<file path="config.mk">
export PLATFORM = sky130hd
export DESIGN_NAME = ctp_capture_ctrl
export DESIGN_NICKNAME = d
export VERILOG_FILES = /design/src/ctp_pkg.sv /design/src/ctp_fill_if.sv /design/src/ctp_fill_counter.sv /design/src/ctp_capture_ctrl.sv
export VERILOG_INCLUDE_DIRS = /design/src /design/src/src
export SDC_FILE = /design/constraint.sdc
export NUM_CORES = 1
export LEC_CHECK = 0
export BUFFER_PORTS_ARGS = -buffer_cell sky130_fd_sc_hd__clkbuf_2
export CAP_MARGIN = 20
export CORE_MARGIN = 3
export CORE_UTILIZATION = 55
export DETAILED_ROUTE_END_ITERATION = 7
export PLACE_DENSITY = 0.87
export SLEW_MARGIN = 20
export SYNTH_ARGS = -nofsm -noshare
export SYNTH_HDL_FRONTEND = slang
export SYNTH_SLANG_ARGS = --single-unit
</file>
<file path="constraint.sdc">
create_clock -name clk -period 3.1 [get_ports clk]
set_input_delay 0.31 -clock clk [delete_from_list [all_inputs] [get_ports clk]]
set_output_delay 0.31 -clock clk [all_outputs]
set_load 0.03 [all_outputs]
</file>
<file path="src/ctp_defines.svh">
// Constants for the capture trigger position controller.
// Assumes inclusion by bare name from every design file that needs them.
//
// Overview of operation
// - Early ratio keeps 12% before, 88% after
// - Centred ratio keeps half before, half after
// - Late ratio keeps 88% before, 12% after
// - Ratios apply alike to buffer and segments
// - Separate position settings for run-time and power-up
// - Post-fill count captures exactly that many samples
// - Trigger index equals depth minus post-fill
// - Segment without post-fill uses fixed ratio
// - Power-up set armed at configuration, no start; here it arms once the enable bit is set, if no run has started since reset
// - Two independent trigger condition sets kept
// - Trigger input must hold before other conditions
// - Trigger input match pattern per condition set
// - Power-up shares trigger input and output
// - Trigger output driven active on trigger
// - Trigger output level configurable per set
// - Trigger action ends run after post-fill
// - Segment close advances, oldest overwritten when full
`ifndef CTP_DEFINES_SVH
`define CTP_DEFINES_SVH

// Register offsets, word addresses on the plain port
`define CTP_ADDR_CTRL 4'h0
`define CTP_ADDR_RT_CFG 4'h1
`define CTP_ADDR_PU_CFG 4'h2
`define CTP_ADDR_STATUS 4'h3
`define CTP_ADDR_IRQ_STAT 4'h4
`define CTP_ADDR_IRQ_MASK 4'h5
`define CTP_ADDR_TRIG_IDX 4'h6
`define CTP_ADDR_SEG_SEL 4'h7

// Control register bits
`define CTP_CTRL_START 0
`define CTP_CTRL_STOP 1
`define CTP_CTRL_PU_EN 2
`define CTP_CTRL_SEGMENTED 3

// Set configuration fields
`define CTP_CFG_RATIO_LSB 0
`define CTP_CFG_RATIO_MSB 1
`define CTP_CFG_TIN_EN 2
`define CTP_CFG_TIN_PAT_LSB 3
`define CTP_CFG_TIN_PAT_MSB 4
`define CTP_CFG_TOUT_HIGH 5

// Interrupt bits
`define CTP_IRQ_TRIG 0
`define CTP_IRQ_SEG 1
`define CTP_IRQ_DONE 2
`define CTP_IRQ_W 3

// Ratio percentages
`define CTP_PCT_EARLY 12
`define CTP_PCT_HALF 50
`define CTP_PCT_LATE 88
`define CTP_PCT_FULL 100

// Reset values
`define CTP_CFG_RESET 6'h01
`define CTP_CTRL_RESET 4'h0

`endif

</file>
<file path="src/ctp_pkg.sv">
// Types shared by the position controller and its counting leaf.
// Assumes ctp_defines.svh is on the include path.
package ctp_pkg;
    // Fixed pre/post ratio selection
    typedef enum logic [1:0] {CTP_RATIO_EARLY, CTP_RATIO_HALF, CTP_RATIO_LATE, CTP_RATIO_SPARE} ctp_ratio_e;
    // Trigger input match pattern
    typedef enum logic [1:0] {CTP_PAT_LOW, CTP_PAT_HIGH, CTP_PAT_RISE, CTP_PAT_FALL} ctp_pat_e;
endpackage : ctp_pkg

</file>
<file path="src/ctp_fill_if.sv">
// Interface between controller and post-fill counter.
// Assumes one clock domain shared by both ends.
`timescale 1ns/1ps
`default_nettype none
interface ctp_fill_if #(parameter int CW = 10);
    logic load;            // Load a new post-fill amount
    logic [CW-1:0] amount; // Samples still to take
    logic step;            // One sample stored
    logic done;            // Count reached zero while running
    logic busy;            // Counting in progress
    modport ctl (output load, output amount, output step, input done, input busy);
    modport cnt (input load, input amount, input step, output done, output busy);
endinterface : ctp_fill_if
`default_nettype wire

</file>
<file path="src/ctp_fill_counter.sv">
// Post-fill down counter: counts stored samples after a trigger.
// Assumes samples are marked by a one-cycle step from the controller.
`timescale 1ns/1ps
`default_nettype none
module ctp_fill_counter #(parameter int CW = 10) (
    input wire logic clk,
    input wire logic rst_b,
    input wire logic ce,
    ctp_fill_if.cnt fill
);
    import ctp_pkg::*;
    logic [CW-1:0] left;       // Samples still owed
    logic running;             // Counting active
    logic [CW-1:0] next_left;
    logic next_running;

    ////////////////////////////////////////////////////////////////
    // Next value: load wins, then count down on each step
    always_comb
    begin
        next_left = left;
        next_running = running;
        if (fill.load)
        begin
            next_left = fill.amount;
            next_running = 1'b1;
        end
        else if (running && fill.step && left != '0)
        begin
            next_left = left - 1'b1;
        end
        else if (running && left == '0)
        begin
            next_running = 1'b0;
        end
    end

    // Registers, frozen while the enable is low
    always_ff @(posedge clk)
    begin
        if (!rst_b)
        begin
            left <= '0;
            running <= 1'b0;
        end
        else if (ce)
        begin
            left <= next_left;
            running <= next_running;
        end
    end

    // Done once the owed count is used up
    assign fill.done = running && (left == '0) && !fill.load;
    assign fill.busy = running;
endmodule : ctp_fill_counter
`default_nettype wire

</file>
<file path="src/ctp_capture_ctrl.sv">
// Trigger position and external trigger controller for the analyzer.
// Assumes write and read strobes are one cycle, synchronous to clk;
// condition match and action inputs come from the trigger flow logic.
//
// Decided for this implementation: the register addresses and the address-and-strobe port.
`include "ctp_defines.svh"
`timescale 1ns/1ps
`default_nettype none
module ctp_capture_ctrl #(
    parameter int DEPTH = 512,   // Samples per segment or buffer
    parameter int SEGS = 4,      // Number of segments
    parameter int CW = 10        // Counter width
) (
    input wire logic clk,
    input wire logic rst_b,
    input wire logic ce,
    input wire logic [3:0] addr,
    input wire logic [31:0] wdata,
    input wire logic wr,
    input wire logic rd,
    output logic [31:0] rdata,
    input wire logic sample_valid,
    input wire logic trig_in,
    input wire logic cond_rt,
    input wire logic cond_pu,
    input wire logic seg_close,
    input wire logic fill_valid,
    input wire logic [CW-1:0] fill_count,
    output logic store_en,
    output logic [CW-1:0] wr_ptr,
    output logic [$clog2(SEGS)-1:0] seg_idx,
    output logic trig_out,
    output logic irq
);
    import ctp_pkg::*;

    // Elaboration check: depth must fit the counters, at least one segment
    if (DEPTH < 2 || DEPTH > (1 << CW) - 1 || SEGS < 1)
    begin : g_bad_param
        $error("ctp_capture_ctrl: unsupported DEPTH, SEGS or CW");
    end

    localparam int SW = (SEGS > 1) ? $clog2(SEGS) : 1;
    localparam logic [CW-1:0] DEP = CW'(DEPTH);

    typedef enum logic [1:0] {CTP_IDLE, CTP_ARMED, CTP_POST, CTP_DONE} ctp_state_e;

    ////////////////////////////////////////////////////////////////
    // Registers seen by software
    logic [3:0] ctrl;                  // Power-up enable, segmented mode
    logic [5:0] rt_cfg;                // Run-time set: ratio, input, output level
    logic [5:0] pu_cfg;                // Power-up set, same layout
    logic [`CTP_IRQ_W-1:0] irq_stat;   // Sticky events
    logic [`CTP_IRQ_W-1:0] irq_mask;   // Enables onto irq
    logic [CW-1:0] trig_idx;           // Reported trigger sample index
    logic pu_phase;                    // High while power-up set governs
    ctp_state_e state;
    logic [CW-1:0] pre_cnt;            // Samples stored since buffer start
    logic tin_prev;                    // Previous trigger input for edges
    logic [SW-1:0] seg;                // Current segment
    logic tout;                        // Trigger output register
    logic seg_post;                    // Post-fill running for a segment
    logic tin_seen;                    // Trigger input already satisfied this run
    logic pu_armed_once;               // A run has started since reset
    logic pu_go;                       // Power-up set may arm now

    logic [3:0] next_ctrl;
    logic [5:0] next_rt_cfg, next_pu_cfg;
    logic [`CTP_IRQ_W-1:0] next_irq_stat, next_irq_mask, ev;
    logic [CW-1:0] next_trig_idx, next_pre_cnt;
    logic next_pu_phase, next_tout, next_seg_post;
    ctp_state_e next_state;
    logic [SW-1:0] next_seg;
    logic next_tin_seen;

    ctp_fill_if #(.CW(CW)) fill ();

    ctp_fill_counter #(.CW(CW)) u_fill (
        .clk(clk),
        .rst_b(rst_b),
        .ce(ce),
        .fill(fill)
    );

    ////////////////////////////////////////////////////////////////
    // Active set selection: one set of fields at a time
    logic [5:0] cfg;
    logic tin_hit, tin_ok, cond, trig_fire, pol;
    ctp_pat_e pat;
    logic [CW-1:0] post_amt, ratio_post, act_post;
    assign cfg = pu_phase ? pu_cfg : rt_cfg;
    assign pat = ctp_pat_e'(cfg[`CTP_CFG_TIN_PAT_MSB:`CTP_CFG_TIN_PAT_LSB]);
    assign pol = cfg[`CTP_CFG_TOUT_HIGH];

    // Trigger input match; same pin for both sets
    always_comb
    begin
        unique case (pat)
            CTP_PAT_LOW: tin_hit = !trig_in;
            CTP_PAT_HIGH: tin_hit = trig_in;
            CTP_PAT_RISE: tin_hit = trig_in && !tin_prev;
            CTP_PAT_FALL: tin_hit = !trig_in && tin_prev;
        endcase
    end
    // Input gates the rest when enabled
    // A one-cycle edge is latched, so a sample gap cannot lose it
    assign tin_ok = !cfg[`CTP_CFG_TIN_EN] || tin_hit || tin_seen;
    assign cond = pu_phase ? cond_pu : cond_rt;
    assign trig_fire = tin_ok && cond;

    // Post-trigger length for the fixed ratios
    function automatic logic [CW-1:0] ratio_len(input logic [1:0] r);
        logic [CW+7:0] prod;
        prod = '0;
        unique case (ctp_ratio_e'(r))
            CTP_RATIO_EARLY: prod = (CW+8)'(DEPTH * `CTP_PCT_LATE / `CTP_PCT_FULL);
            CTP_RATIO_LATE: prod = (CW+8)'(DEPTH * `CTP_PCT_EARLY / `CTP_PCT_FULL);
            default: prod = (CW+8)'(DEPTH * `CTP_PCT_HALF / `CTP_PCT_FULL);
        endcase
        return prod[CW-1:0];
    endfunction : ratio_len

    assign ratio_post = ratio_len(cfg[`CTP_CFG_RATIO_MSB:`CTP_CFG_RATIO_LSB]);
    // Explicit count wins, else ratio, limited to depth
    assign post_amt = fill_valid ? fill_count : ratio_post;
    assign act_post = (post_amt > DEP) ? DEP : post_amt;

    ////////////////////////////////////////////////////////////////
    // Capture sequencing and register file next values
    always_comb
    begin
        next_ctrl = ctrl;
        next_rt_cfg = rt_cfg;
        next_pu_cfg = pu_cfg;
        next_irq_mask = irq_mask;
        next_trig_idx = trig_idx;
        next_pu_phase = pu_phase;
        next_state = state;
        next_pre_cnt = pre_cnt;
        next_seg = seg;
        next_tout = tout;
        next_seg_post = seg_post;
        next_tin_seen = tin_seen;
        ev = '0;
        fill.load = 1'b0;
        fill.amount = act_post;
        fill.step = 1'b0;
        next_irq_stat = irq_stat;
        // Software writes
        if (wr)
        begin
            unique case (addr)
                `CTP_ADDR_CTRL: next_ctrl = wdata[3:0];
                `CTP_ADDR_RT_CFG: next_rt_cfg = wdata[5:0];
                `CTP_ADDR_PU_CFG: next_pu_cfg = wdata[5:0];
                `CTP_ADDR_IRQ_STAT: next_irq_stat = irq_stat & ~wdata[`CTP_IRQ_W-1:0];
                `CTP_ADDR_IRQ_MASK: next_irq_mask = wdata[`CTP_IRQ_W-1:0];
                default: ;
            endcase
        end
        // Sample storage counters advance on each stored sample
        if (store_en)
        begin
            next_pre_cnt = (pre_cnt == DEP) ? DEP : pre_cnt + 1'b1;
            fill.step = 1'b1;
        end
        unique case (state)
            CTP_IDLE, CTP_DONE:
            begin
                if (wr && addr == `CTP_ADDR_CTRL && wdata[`CTP_CTRL_START])
                begin
                    // Re-arm with the run-time set, output inactive
                    next_state = CTP_ARMED;
                    next_pu_phase = 1'b0;
                    next_pre_cnt = '0;
                    next_seg = '0;
                    next_tin_seen = 1'b0;
                    next_tout = !rt_cfg[`CTP_CFG_TOUT_HIGH];
                end
                else if (state == CTP_IDLE && pu_go)
                begin
                    // Power-up set arms with no start command
                    next_state = CTP_ARMED;
                    next_pu_phase = 1'b1;
                    next_pre_cnt = '0;
                    next_seg = '0;
                    next_tin_seen = 1'b0;
                    next_tout = !pu_cfg[`CTP_CFG_TOUT_HIGH];
                end
            end
            CTP_ARMED:
            begin
                next_tout = !pol;
                // Input condition stays met once seen, until re-arm
                if (cfg[`CTP_CFG_TIN_EN] && tin_hit)
                    next_tin_seen = 1'b1;
                if (ctrl[`CTP_CTRL_SEGMENTED] && seg_close && sample_valid && !seg_post)
                begin
                    // Segment close: fill then advance, wrapping to oldest
                    fill.load = 1'b1;
                    next_seg_post = 1'b1;
                end
                if (trig_fire && sample_valid)
                begin
                    fill.load = 1'b1;
                    next_seg_post = 1'b0;
                    next_trig_idx = DEP - act_post;
                    next_tout = pol;
                    next_state = CTP_POST;
                    ev[`CTP_IRQ_TRIG] = 1'b1;
                end
                else if (seg_post && fill.done)
                begin
                    next_seg_post = 1'b0;
                    next_seg = (seg == SW'(SEGS - 1)) ? '0 : seg + 1'b1;
                    next_pre_cnt = '0;
                    ev[`CTP_IRQ_SEG] = 1'b1;
                end
            end
            CTP_POST:
            begin
                if (fill.done)
                begin
                    next_state = CTP_DONE;
                    ev[`CTP_IRQ_DONE] = 1'b1;
                end
            end
        endcase
        // Stop from software ends any run at once
        if (wr && addr == `CTP_ADDR_CTRL && wdata[`CTP_CTRL_STOP] && state != CTP_IDLE)
            next_state = CTP_DONE;
        // Set wins over clear
        next_irq_stat = next_irq_stat | ev;
    end

    // Storage enable: armed or post-filling, sample present
    assign store_en = sample_valid && (state == CTP_ARMED || (state == CTP_POST && !fill.done));

    ////////////////////////////////////////////////////////////////
    // State registers; power-up arming waits for the enable bit, which reset clears
    always_ff @(posedge clk)
    begin
        if (!rst_b)
        begin
            ctrl <= `CTP_CTRL_RESET;
            rt_cfg <= `CTP_CFG_RESET;
            pu_cfg <= `CTP_CFG_RESET;
            irq_stat <= '0;
            irq_mask <= '0;
            trig_idx <= '0;
            pu_phase <= 1'b0;
            state <= CTP_IDLE;
            pre_cnt <= '0;
            seg <= '0;
            tout <= 1'b0;
            seg_post <= 1'b0;
            tin_seen <= 1'b0;
            tin_prev <= 1'b0;
        end
        else if (ce)
        begin
            ctrl <= next_ctrl;
            rt_cfg <= next_rt_cfg;
            pu_cfg <= next_pu_cfg;
            irq_stat <= next_irq_stat;
            irq_mask <= next_irq_mask;
            trig_idx <= next_trig_idx;
            pu_phase <= next_pu_phase;
            state <= next_state;
            pre_cnt <= next_pre_cnt;
            seg <= next_seg;
            tout <= next_tout;
            seg_post <= next_seg_post;
            tin_seen <= next_tin_seen;
            tin_prev <= trig_in;
        end
    end

    // Power-up arming: configuration ends at reset release, so the
    // enable bit arms the power-up set only until the first run starts;
    // later runs belong to the run-time set.
    always_ff @(posedge clk)
    begin
        if (!rst_b)
            pu_armed_once <= 1'b0;
        else if (ce)
            pu_armed_once <= pu_armed_once || (state != CTP_IDLE);
    end
    assign pu_go = !pu_armed_once && ctrl[`CTP_CTRL_PU_EN];

    ////////////////////////////////////////////////////////////////
    // Read port: data one cycle after the strobe
    logic [31:0] next_rdata;
    always_comb
    begin
        next_rdata = '0;
        if (rd)
        begin
            unique case (addr)
                `CTP_ADDR_CTRL: next_rdata = {28'h0000000, ctrl};
                `CTP_ADDR_RT_CFG: next_rdata = {26'h0000000, rt_cfg};
                `CTP_ADDR_PU_CFG: next_rdata = {26'h0000000, pu_cfg};
                `CTP_ADDR_STATUS: next_rdata = {28'h0000000, tout, pu_phase, state};
                `CTP_ADDR_IRQ_STAT: next_rdata = {29'h00000000, irq_stat};
                `CTP_ADDR_IRQ_MASK: next_rdata = {29'h00000000, irq_mask};
                `CTP_ADDR_TRIG_IDX: next_rdata = {{(32-CW){1'b0}}, trig_idx};
                `CTP_ADDR_SEG_SEL: next_rdata = {{(32-SW){1'b0}}, seg};
                default: next_rdata = '0;
            endcase
        end
    end
    always_ff @(posedge clk)
    begin
        if (!rst_b)
            rdata <= '0;
        else if (ce)
            rdata <= next_rdata;
    end

    assign wr_ptr = pre_cnt;
    assign seg_idx = seg;
    assign trig_out = tout;
    assign irq = |(irq_stat & irq_mask);
endmodule : ctp_capture_ctrl
`default_nettype wire

</file>
Word level (Yosys, flattened, before mapping)
Cells that the tools add are included.

storage, ports and cells
  bits in registers = 95
  input port bits = 57
  output and inout bits = 47
  word-level logic and storage cells = 170

operators by class
  $add $sub $neg = 4
  magnitude comparators = 1
  equality and inequality tests = 24
  muxes and demuxes = 57
  bitwise gates (word level) = 4
  reduce and logical (&&, ||, !) cells = 62

operators by type and width
  kind                    count
  $mux 10                 11
  $pmux 10 s8             1
  $reduce_and 3->1        9
  $mux 1                  24
  $mux 2                  11
  $logic_and 1x1->1       21
  $pmux 10 s2             1
  $pmux 9 s2              1
  $eq 4x3->1 const B      4
  $eq 2x2->1 const B      6
  $add 10x1->10 const B   1
  $eq 10x10->1 const B    1
  $gt 10x10->1 const B    1
  $logic_not 1->1         10
  $logic_not 10->1        1
  $reduce_bool 10->1      1
  $reduce_bool 2->1       5
  $sub 10x1->10 const B   1
  $sub 10x10->10 const A  1
  $ne 3x3->1 const B      3
  $eq 4x2->1 const B      2
  $reduce_and 4->1        2
  $and 3x3->3             2
  $logic_not 2->1         3
  21 further kinds        29

Logic depth before layout (Yosys ltp)
Gate-level depths: netlist of run 1.

  depth after elaboration = 20
  mapped depth = 14
  gate-level depth less buffers = 11

By module
A second synthesis of run 1 with hierarchy kept.

second synthesis, totals
  cells, all modules = 567
  area, all modules = 4564.4 um2

by module, submodules not included
  module            times used  cells each  area an instance (um2)  seq. area each (um2)
  ctp_capture_ctrl  1           472         3834.9                  1241.2
  ctp_fill_counter  1           95          729.4                   220.2

Worst setup path after synthesis of run 1
No wires, ideal clock.

  kind = reg-to-reg
  start point = register pu_phase
  end point = register trig_idx[4]
  setup time = 0.116 ns
  data arrival time = 2.430 ns
  required time = 2.984 ns
  slack = 0.554 ns
  stages on the path, launching flop included = 15
  buffers on the path = 3
  period minus slack after synthesis = 2.546 ns
  path through = dfxtp_1 -> buf_4 -> buf_6 -> and3b_1 -> nor2_1 -> nor2_1 -> a21oi_1 -> ha_1 -> clkbuf_1 -> inv_1 -> or3_1 -> xor2_1 -> nand2_1 -> o221ai_1 -> o211a_1

on the way
  cells in the longest elaborated chain, start to end = 8
  elaborated cells on any way between the ends = 20
  classes of those cells = 1 x add/sub; 1 x order compare; 4 x eq/ne; 6 x mux; 8 x reduce/logical

RTL lines
  what                                                                  line                     text
  from (decl)                                                           ctp_capture_ctrl.sv:56   logic pu_phase;
  from (signal assigned)                                                ctp_capture_ctrl.sv:268  pu_phase <= next_pu_phase;
  parallel branches: the longest is 8 deep, another holds $gt 10x10->1  n/a
  to (signal assigned)                                                  ctp_capture_ctrl.sv:267  trig_idx <= next_trig_idx;
  to (decl)                                                             ctp_capture_ctrl.sv:55   logic [CW-1:0] trig_idx;

Parallel ways; which one is timed is not known.
A chain may end at the register's enable or synchronous reset.

Worst setup path after layout of run 1
  start point = register u_fill.left[0]
  end point = output store_en

on the way
  cells in the longest elaborated chain, start to end = 7

RTL lines
  what                             line                     text
  from (decl)                      ctp_fill_counter.sv:12   logic [CW-1:0] left;
  from (signal assigned)           ctp_fill_counter.sv:48   left <= next_left;
  $logic_not 10->1                 ctp_fill_counter.sv:54   assign fill.done = running && (left == '0) && !fill.load;
  $logic_and 1x1->1 (2 in series)  ctp_fill_counter.sv:54
  $logic_not 1->1                  ctp_capture_ctrl.sv:237  assign store_en = sample_valid && (state == CTP_ARMED || (state == CTP_POST && !fill.done));
  $logic_and 1x1->1                ctp_capture_ctrl.sv:237
  $logic_or 1x1->1                 ctp_capture_ctrl.sv:237
  $logic_and 1x1->1                ctp_capture_ctrl.sv:237
  to (decl)                        ctp_capture_ctrl.sv:29   output logic store_en,

Every way passes these cells.

==> flow_summary.yaml, run 1 <==
detailed_routing:
  drt_first_iter_violations: 451
  drt_first_pass_iters: 6
  vias: 4367
  avgRoutedWirePerCell_um: 17.5
  wl_mm: 12.2
  drc_errors: 0
  via_per_inst: 6.28
  ant_nets: 0
floorplanning:
  dieArea_mm2: 0.00949
  pin_count: 104
  die_y_um: 97.4
  start_util_pct: 58.0
  coreArea_mm2: 0.00793
  die_w_um: 97.4
  num_rows: 32
cts:
  root_buffer: "clkbuf_8"
  clock-sinks: 73
  cts_setup_buffers: 0
  clkTransAtPathRegs_ns: 0.09
  post_cts_resized: 0
  h-tree-depth: 3
  clk_path_buf_depth: 2
  cts_hold_buf: 0
  numCtsBuffers: 9
  cts_tree: "done"
  clk_latency_ns: 0.36
job:
  drv_cap: 0
setup_path:
  worstPathBufferInverterCount: 3
  crit_top_cell: "inv_1"
  critPathCaptureType: "output pin"
  crit_path_top_delay_cell: "o21ai_0"
  worstPathMaxFanout: 5
  crit_path_cell_trace: "inv_1 -> ha_1 -> nor4b_2 -> nand4b_1 -> o21ai_0 -> inv_1 -> clkbuf_2"
  cp.required_ns: 2.79
  arrival_ns: 2.36
  path_delay_family: "simple AND/OR/NAND/NOR gates"
  r2r_slack_ns: 0.55
  cp_slowest_stage_delay_ns: 0.46
  path_class: "reg2out"
  startpoint_type: "flip-flop"
timing:
  maxSlewHeadroom_pct: 54.7
  fin_crit_ns: 2.67
  setup_tns_ns: 0
  max_freq_mhz: 375
  fin_crit_sh_pct: 86.1
  skew_ns: 0.0108
  hold_viol: 0
  setup_viol: 0
  max_slew.worst_pin.slew_ns: 0.680
  rsz0062_at_grt: "no"
  slew_viol_final: 0
power_and_ir_drop:
  p_leak_nw: 2.05
  power.density_mw_per_mm2: 495
  pwr-share-clk_pct: 33.6
  switchingPower_w: 0.000850
  combPwrFrac_pct: 26.1
  power.share.sequential_pct: 40.2
  p_int_w: 0.00165
  netSwitchingFraction_pct: 34.0
  irDropWorstVdd_mv: 0.321
synthesis:
  synth_xor_area_share_pct: 2.48
  synth_top_family_by_area: "simple AND/OR/NAND/NOR gates"
  ys_seq_area_share_pct: 31.8
  synth-simple-area-share_pct: 22.7
  synth_warnings: 0
  synth_compound_gate_area_share_pct: 22.3
  syn_inst: 545
  synth-edff-count: 0
  synthAdderAreaFrac_pct: 2.45
  avgSynthCellArea_um2: 8.44
  ys_seq_elements: 73
  synthDistinctLibCells: 81
  synth.area.mux_share_pct: 9.96
  syn_area_mm2: 0.00460
  ys.flop_type: "dfxtp_1"
  async_flop_share_pct: 0
status:
  status: "finished, final reports clean"
layout:
  final_util_pct: 63.7
  multiInputGateArea_mm2: 0.00284
  fin_nets: 654
  diodes: 0
  seq_area_mm2: 0.00146
  drive_gt1_share_pct: 17.7
  area_growth_pct: 9.80
  n_fill_cell: 652
global_routing:
  track_usage_pct: 25.2
  overflow: 0
  grt_pass1_wl_mm: 19.6
  antenna_found_initial: 0
  grt_pass1_vias: 4081
  grt_max_degree: 28
placed_design:
  hpwlAfterDp_mm: 8.88
  gp_congestion: 0.985
  io_buffers: 55
worst_hold_path:
  hold_path.class: "in2reg"
-- cell usage after synthesis, types with 8 or more instances --
| cell | count | area [um2] |
|---|---|---|
| a21oi_1 | 42 | 210 |
| a22oi_1 | 10 | 75.1 |
| ha_1 | 9 | 113 |
| clkbuf_1 | 19 | 71.3 |
| o21ai_0 | 12 | 60.1 |
| o21a_1 | 8 | 60.1 |
| nor3_1 | 12 | 60.1 |
| mux2i_1 | 30 | 300 |
| buf_4 | 24 | 180 |
| inv_1 | 17 | 63.8 |
| nor2_1 | 64 | 240 |
| dfxtp_1 | 73 | 1460 |
| nand4_1 | 9 | 56.3 |
| nand3_1 | 15 | 75.1 |
| nand2_1 | 33 | 124 |
| nor2b_1 | 8 | 50.1 |
-- power by group through the flow --
stage	sequential (W)	combinational (W)	clock [W]
after CTS	0.00100	0.000636	0.000839
after global placement	0.00102	0.000604	0
after detailed placement	0.00103	0.000631	0
final	0.00101	0.000654	0.000841
after global routing	0.00101	0.000713	0.000897
after floorplan	0.00103	0.000506	0
-- final timing paths --
kind                  start        endpoint  cells past startpoint
min                wdata[4]       rt_cfg[4]                      3
max reg2reg        state[1]  u_fill.left[3]                      7
min reg2reg     trig_idx[9]     trig_idx[9]                      2
max          u_fill.left[0]        store_en                      7
-- through the flow --
stage          hold slack [ns]  worst slack, ns  total power, W  instance area (um2)  cells
6_report                 0.203            0.430         0.00250                 5050    695
5_1_grt                  0.198            0.197         0.00262                 5050    695
4_1_cts                  0.205            0.475         0.00248                 5050    695
3_5_place_dp             0.466            0.543         0.00166                 4830    679
3_3_place_gp             0.440            0.612         0.00163                 4830    679
2_1_floorplan            0.429            0.554         0.00154                 4680    566
-- worst register-to-register path, stage by stage, from the launching register on --
cell,delay (ns)
dfxtp_1,0.34
inv_1,0.13
ha_1,0.49
o21a_1,0.25
nand3_1,0.15
a21oi_1,0.56
o21ai_1,0.26
o31ai_1,0.29
-- cells by family after synthesis --
kind of cell | Yosys count
other | 1
AOI/OAI and AO/OA | 142
and+or+nand+nor | 197
muxes | 40
DFF | 73
buffers and inverters | 70
xor gates and xnor gates | 13
adders and majority gates | 9
-- area by class of cell --
class                   instances  area share, %
well taps                     102           2.53
repair buffers                 63           6.64
clock buffers                  10           2.53
clock inverters                 6           1.81
flip-flops and latches         73           28.9
inverters                      18           1.34
multi-input cells             423           56.2
-- cell usage in the layout, fill, tap and decap left out, drive strengths merged, types with 5 or more instances in the layout --
cell,Yosys,routed
a211oi,8,8
a21oi,43,43
a22oi,10,10
and2,7,7
buf,33,8
clkbuf,19,65
conb,1,22
dfxtp,73,73
ha,9,9
inv,17,18
mux2,6,6
mux2i,30,30
nand2,33,33
nand2b,7,7
nand3,15,15
nand4,9,9
nand4b,5,5
nor2,64,64
nor2b,8,8
nor3,13,13
o21a,8,8
o21ai,19,19
or3,5,5
xnor2,6,6
xor2,7,7
-- metal layers --
layer,track usage [%],wire (um),vias to the layer above,part of all wire (%)
met3,5.89,1090,37,8.9
met1,31.7,4950,2027,41
met4,11.5,395,0,3.2
li1,-,-,2052,-
met2,40.8,5730,251,47
met5,0,0,-,0
-- registers in the layout (all words and copies together) (netlist names), 2 cells and up --
register,count
irq_stat,3
seg_idx,2
rdata,10
u_fill.left,10
trig_idx,10
rt_cfg,6
state,2
irq_mask,3
pu_cfg,6
ctrl,4
wr_ptr,10
No activity file was read; power rests on OpenSTA's default activity.
==> run 2, diff against run 1 <==
ABC_AREA = 1   (was unset)
CORE_UTILIZATION = 54   (was 55)
PLACE_DENSITY = 0.86   (was 0.87)
==> run 2 against run 1 <==
Critical path depth is 4 higher. Sequential share of layout area is 0.48 points higher. Final cell count is 19% higher. Fmax is 3.5% lower. Largest power group unchanged. First-iteration DRC count is 43% lower. Power is 2.1% lower. Largest cell class unchanged. Synthesized cell count is 21% higher. Sequential power hardly changed. Die area is 1.5% lower. Highest routed layer unchanged. Register-to-register slack better by 0.03 ns. Combinational power is 20% lower. Worst setup slack worse by 0.097 ns.
==> flow_summary.yaml, run 2 <==
status:
  status: "finished, final reports clean"
power_and_ir_drop:
  p_leak_nw: 2.21
  irDropWorstVdd_mv: 0.219
  power.density_mw_per_mm2: 492
floorplanning:
  num_rows: 32
  die_w_um: 96.7
  die_y_um: 96.7
  start_util_pct: 56.6
  coreArea_mm2: 0.00785
  dieArea_mm2: 0.00935
  pin_count: 104
setup_path:
  crit_path_top_delay_cell: "dfxtp_2"
  reg2reg_to: "trig_idx[4]"
  cp.required_ns: 2.79
  crit_top_cell: "nand2_4"
  worstPathMaxFanout: 13
  r2r_slack_ns: 0.58
  reg2reg_from: "pu_phase"
  startpoint_type: "flip-flop"
  cp_slowest_stage_delay_ns: 0.49
  arrival_ns: 2.46
  critPathCaptureType: "output pin"
  path_class: "reg2out"
  crit_path_cell_trace: "inv_2 -> o21ai_0 -> nor2_1 -> nand3_2 -> nand2_4 -> nand2_4 -> nand2_4 -> nand2_2 -> nand2_4 -> a21oi_4 -> clkbuf_2"
  rr_worst_depth: 13
timing:
  setup_viol: 0
  maxSlewHeadroom_pct: 65.6
  slew_viol_final: 0
  max_slew.worst_pin.slew_ns: 0.512
  fin_crit_sh_pct: 89.2
  hold_viol: 0
  skew_ns: 0.0115
  fin_crit_ns: 2.77
  setup_tns_ns: 0
  rsz0062_at_grt: "no"
  max_freq_mhz: 361
global_routing:
  track_usage_pct: 25.2
  overflow: 0
  grt_pass1_wl_mm: 19.9
  grt_max_degree: 25
  antenna_found_initial: 0
  grt_pass1_vias: 4240
layout:
  n_fill_cell: 724
  final_util_pct: 63.3
  final_cell_mix: "nand2_1 (137), inv_1 (86), dfxtp_1 (72)"
  area_growth_pct: 11.8
  diodes: 0
  multiInputGateArea_mm2: 0.00247
  seq_area_mm2: 0.00146
  layout_commonest_cell: "nand2_1"
  drive_gt1_share_pct: 15.8
  fin_nets: 783
detailed_routing:
  drc_errors: 0
  via_per_inst: 5.58
  ant_nets: 0
  avgRoutedWirePerCell_um: 14.4
  vias: 4600
  drt_first_pass_iters: 5
  drt_first_iter_violations: 256
  wl_mm: 11.8
cts:
  clkTransAtPathRegs_ns: 0.08
  clk_latency_ns: 0.36
  numCtsBuffers: 9
  cts_hold_buf: 0
  cts_tree: "done"
  root_buffer: "clkbuf_8"
  cts_setup_buffers: 0
  clk_path_buf_depth: 2
  h-tree-depth: 3
  clock-sinks: 73
synthesis:
  syn_inst: 661
  async_flop_share_pct: 0
  yosysMostFrequentCell: "nand2_1"
  yosysTopAreaCell: "dfxtp_1"
  synth_top_cell_area_share_pct: 32.9
  synth_warnings: 0
  synth-edff-count: 0
  syn_area_mm2: 0.00444
  synthDistinctLibCells: 46
  ys_seq_elements: 73
  ys.flop_type: "dfxtp_1"
  avgSynthCellArea_um2: 6.72
  synth.area.top_cells: "dfxtp_1 (33%), nand2_1 (12%), inv_1 (7.3%)"
  ys_top_cells_by_count: "nand2_1 (137), inv_1 (86), dfxtp_1 (73), nor2_1 (66), a21oi_1 (50)"
  ys_seq_area_share_pct: 32.9
placed_design:
  hpwlAfterDp_mm: 8.96
  gp_congestion: 0.923
  io_buffers: 55
worst_hold_path:
  worstHoldEndpoint: "tin_prev"
  hp-start: "trig_in"
  hold_depth: 3
  hold_path.class: "in2reg"
job:
  drv_cap: 0
run 2: changes by cell type in the layout (fill, tap and decap cells not counted), moves of 10 or more:
cell / before / now
nand3_1: 15 / 42
o21ai_0: 12 / 47
mux2i_1: 30 / 0
nand2_1: 33 / 137
inv_1: 17 / 86
a22oi_1: 10 / 0
run 2: area by class of cell:
cell class,count,area share (%)
clock buffers,10,2.57
clock inverters,6,2.32
inverters,93,7.02
multi-input cells,479,49.6
flip-flops and latches,73,29.4
well taps,102,2.57
repair buffers,61,6.45
run 2: worst max-delay path by stage:
stage	from	cells after the start	end	slack [ns]
5_1_grt	pu_phase	11	store_en	0.13
6_report	pu_phase	11	store_en	0.33
2_1_floorplan	pu_phase	14	trig_idx[4]	1.05
4_1_cts	pu_phase	11	store_en	0.13
3_5_place_dp	pu_phase	15	u_fill.left[6]	0.43
3_3_place_gp	pu_phase	13	trig_idx[4]	0.52
run 2: power breakdown:
part	switching, W	leakage [nW]	internal [W]
Clock	0.000387	0.117	0.000539
Sequential	0.0000297	0.590	0.000968
Combinational	0.000371	1.51	0.000153
run 2: cell families after synthesis:
kind of cell | synth area share, %
buffers and inverters | 13.4
AND/OR/NAND/NOR | 30.1
adder cells (fa/ha/maj) | 2.53
other | 0.0844
flip-flops | 32.9
AO/OA/AOI/OAI | 19.7
XOR/XNOR | 1.38
run 2: timing repair:
item	CTS	global route
endpoints found under the hold margin	0	0
endpoints found under the setup margin	0	1
resized for setup	0	1
run 2: critical path, delay by kind of cell (launching register included):
kind,cells,cell delay (ns)
AND/OR/NAND/NOR,7,0.66
AO/OA/AOI/OAI,2,0.56
buffers and inverters,2,0.38
flip-flops,1,0.49
run 2: routing by layer:
metal	up-vias	part of all wire (%)	GRT usage (%)
li1	2251	-	-
met1	2105	43	33.5
met2	206	47	40.6
met3	38	7.7	4.47
met4	0	2.8	10.2
met5	-	0	0
run 2: metrics by stage:
step                      cells  instance area (um2)  power, W  hold WS [ns]  setup slack [ns]
after CTS                   824                 4970   0.00244         0.205             0.134
after detailed placement    808                 4730   0.00153         0.451             0.427
after global placement      808                 4730   0.00151         0.445             0.520
final                       824                 4970   0.00245         0.204             0.334
after floorplan             682                 4520   0.00142         0.427              1.05
after global routing        824                 4970   0.00256         0.237             0.132
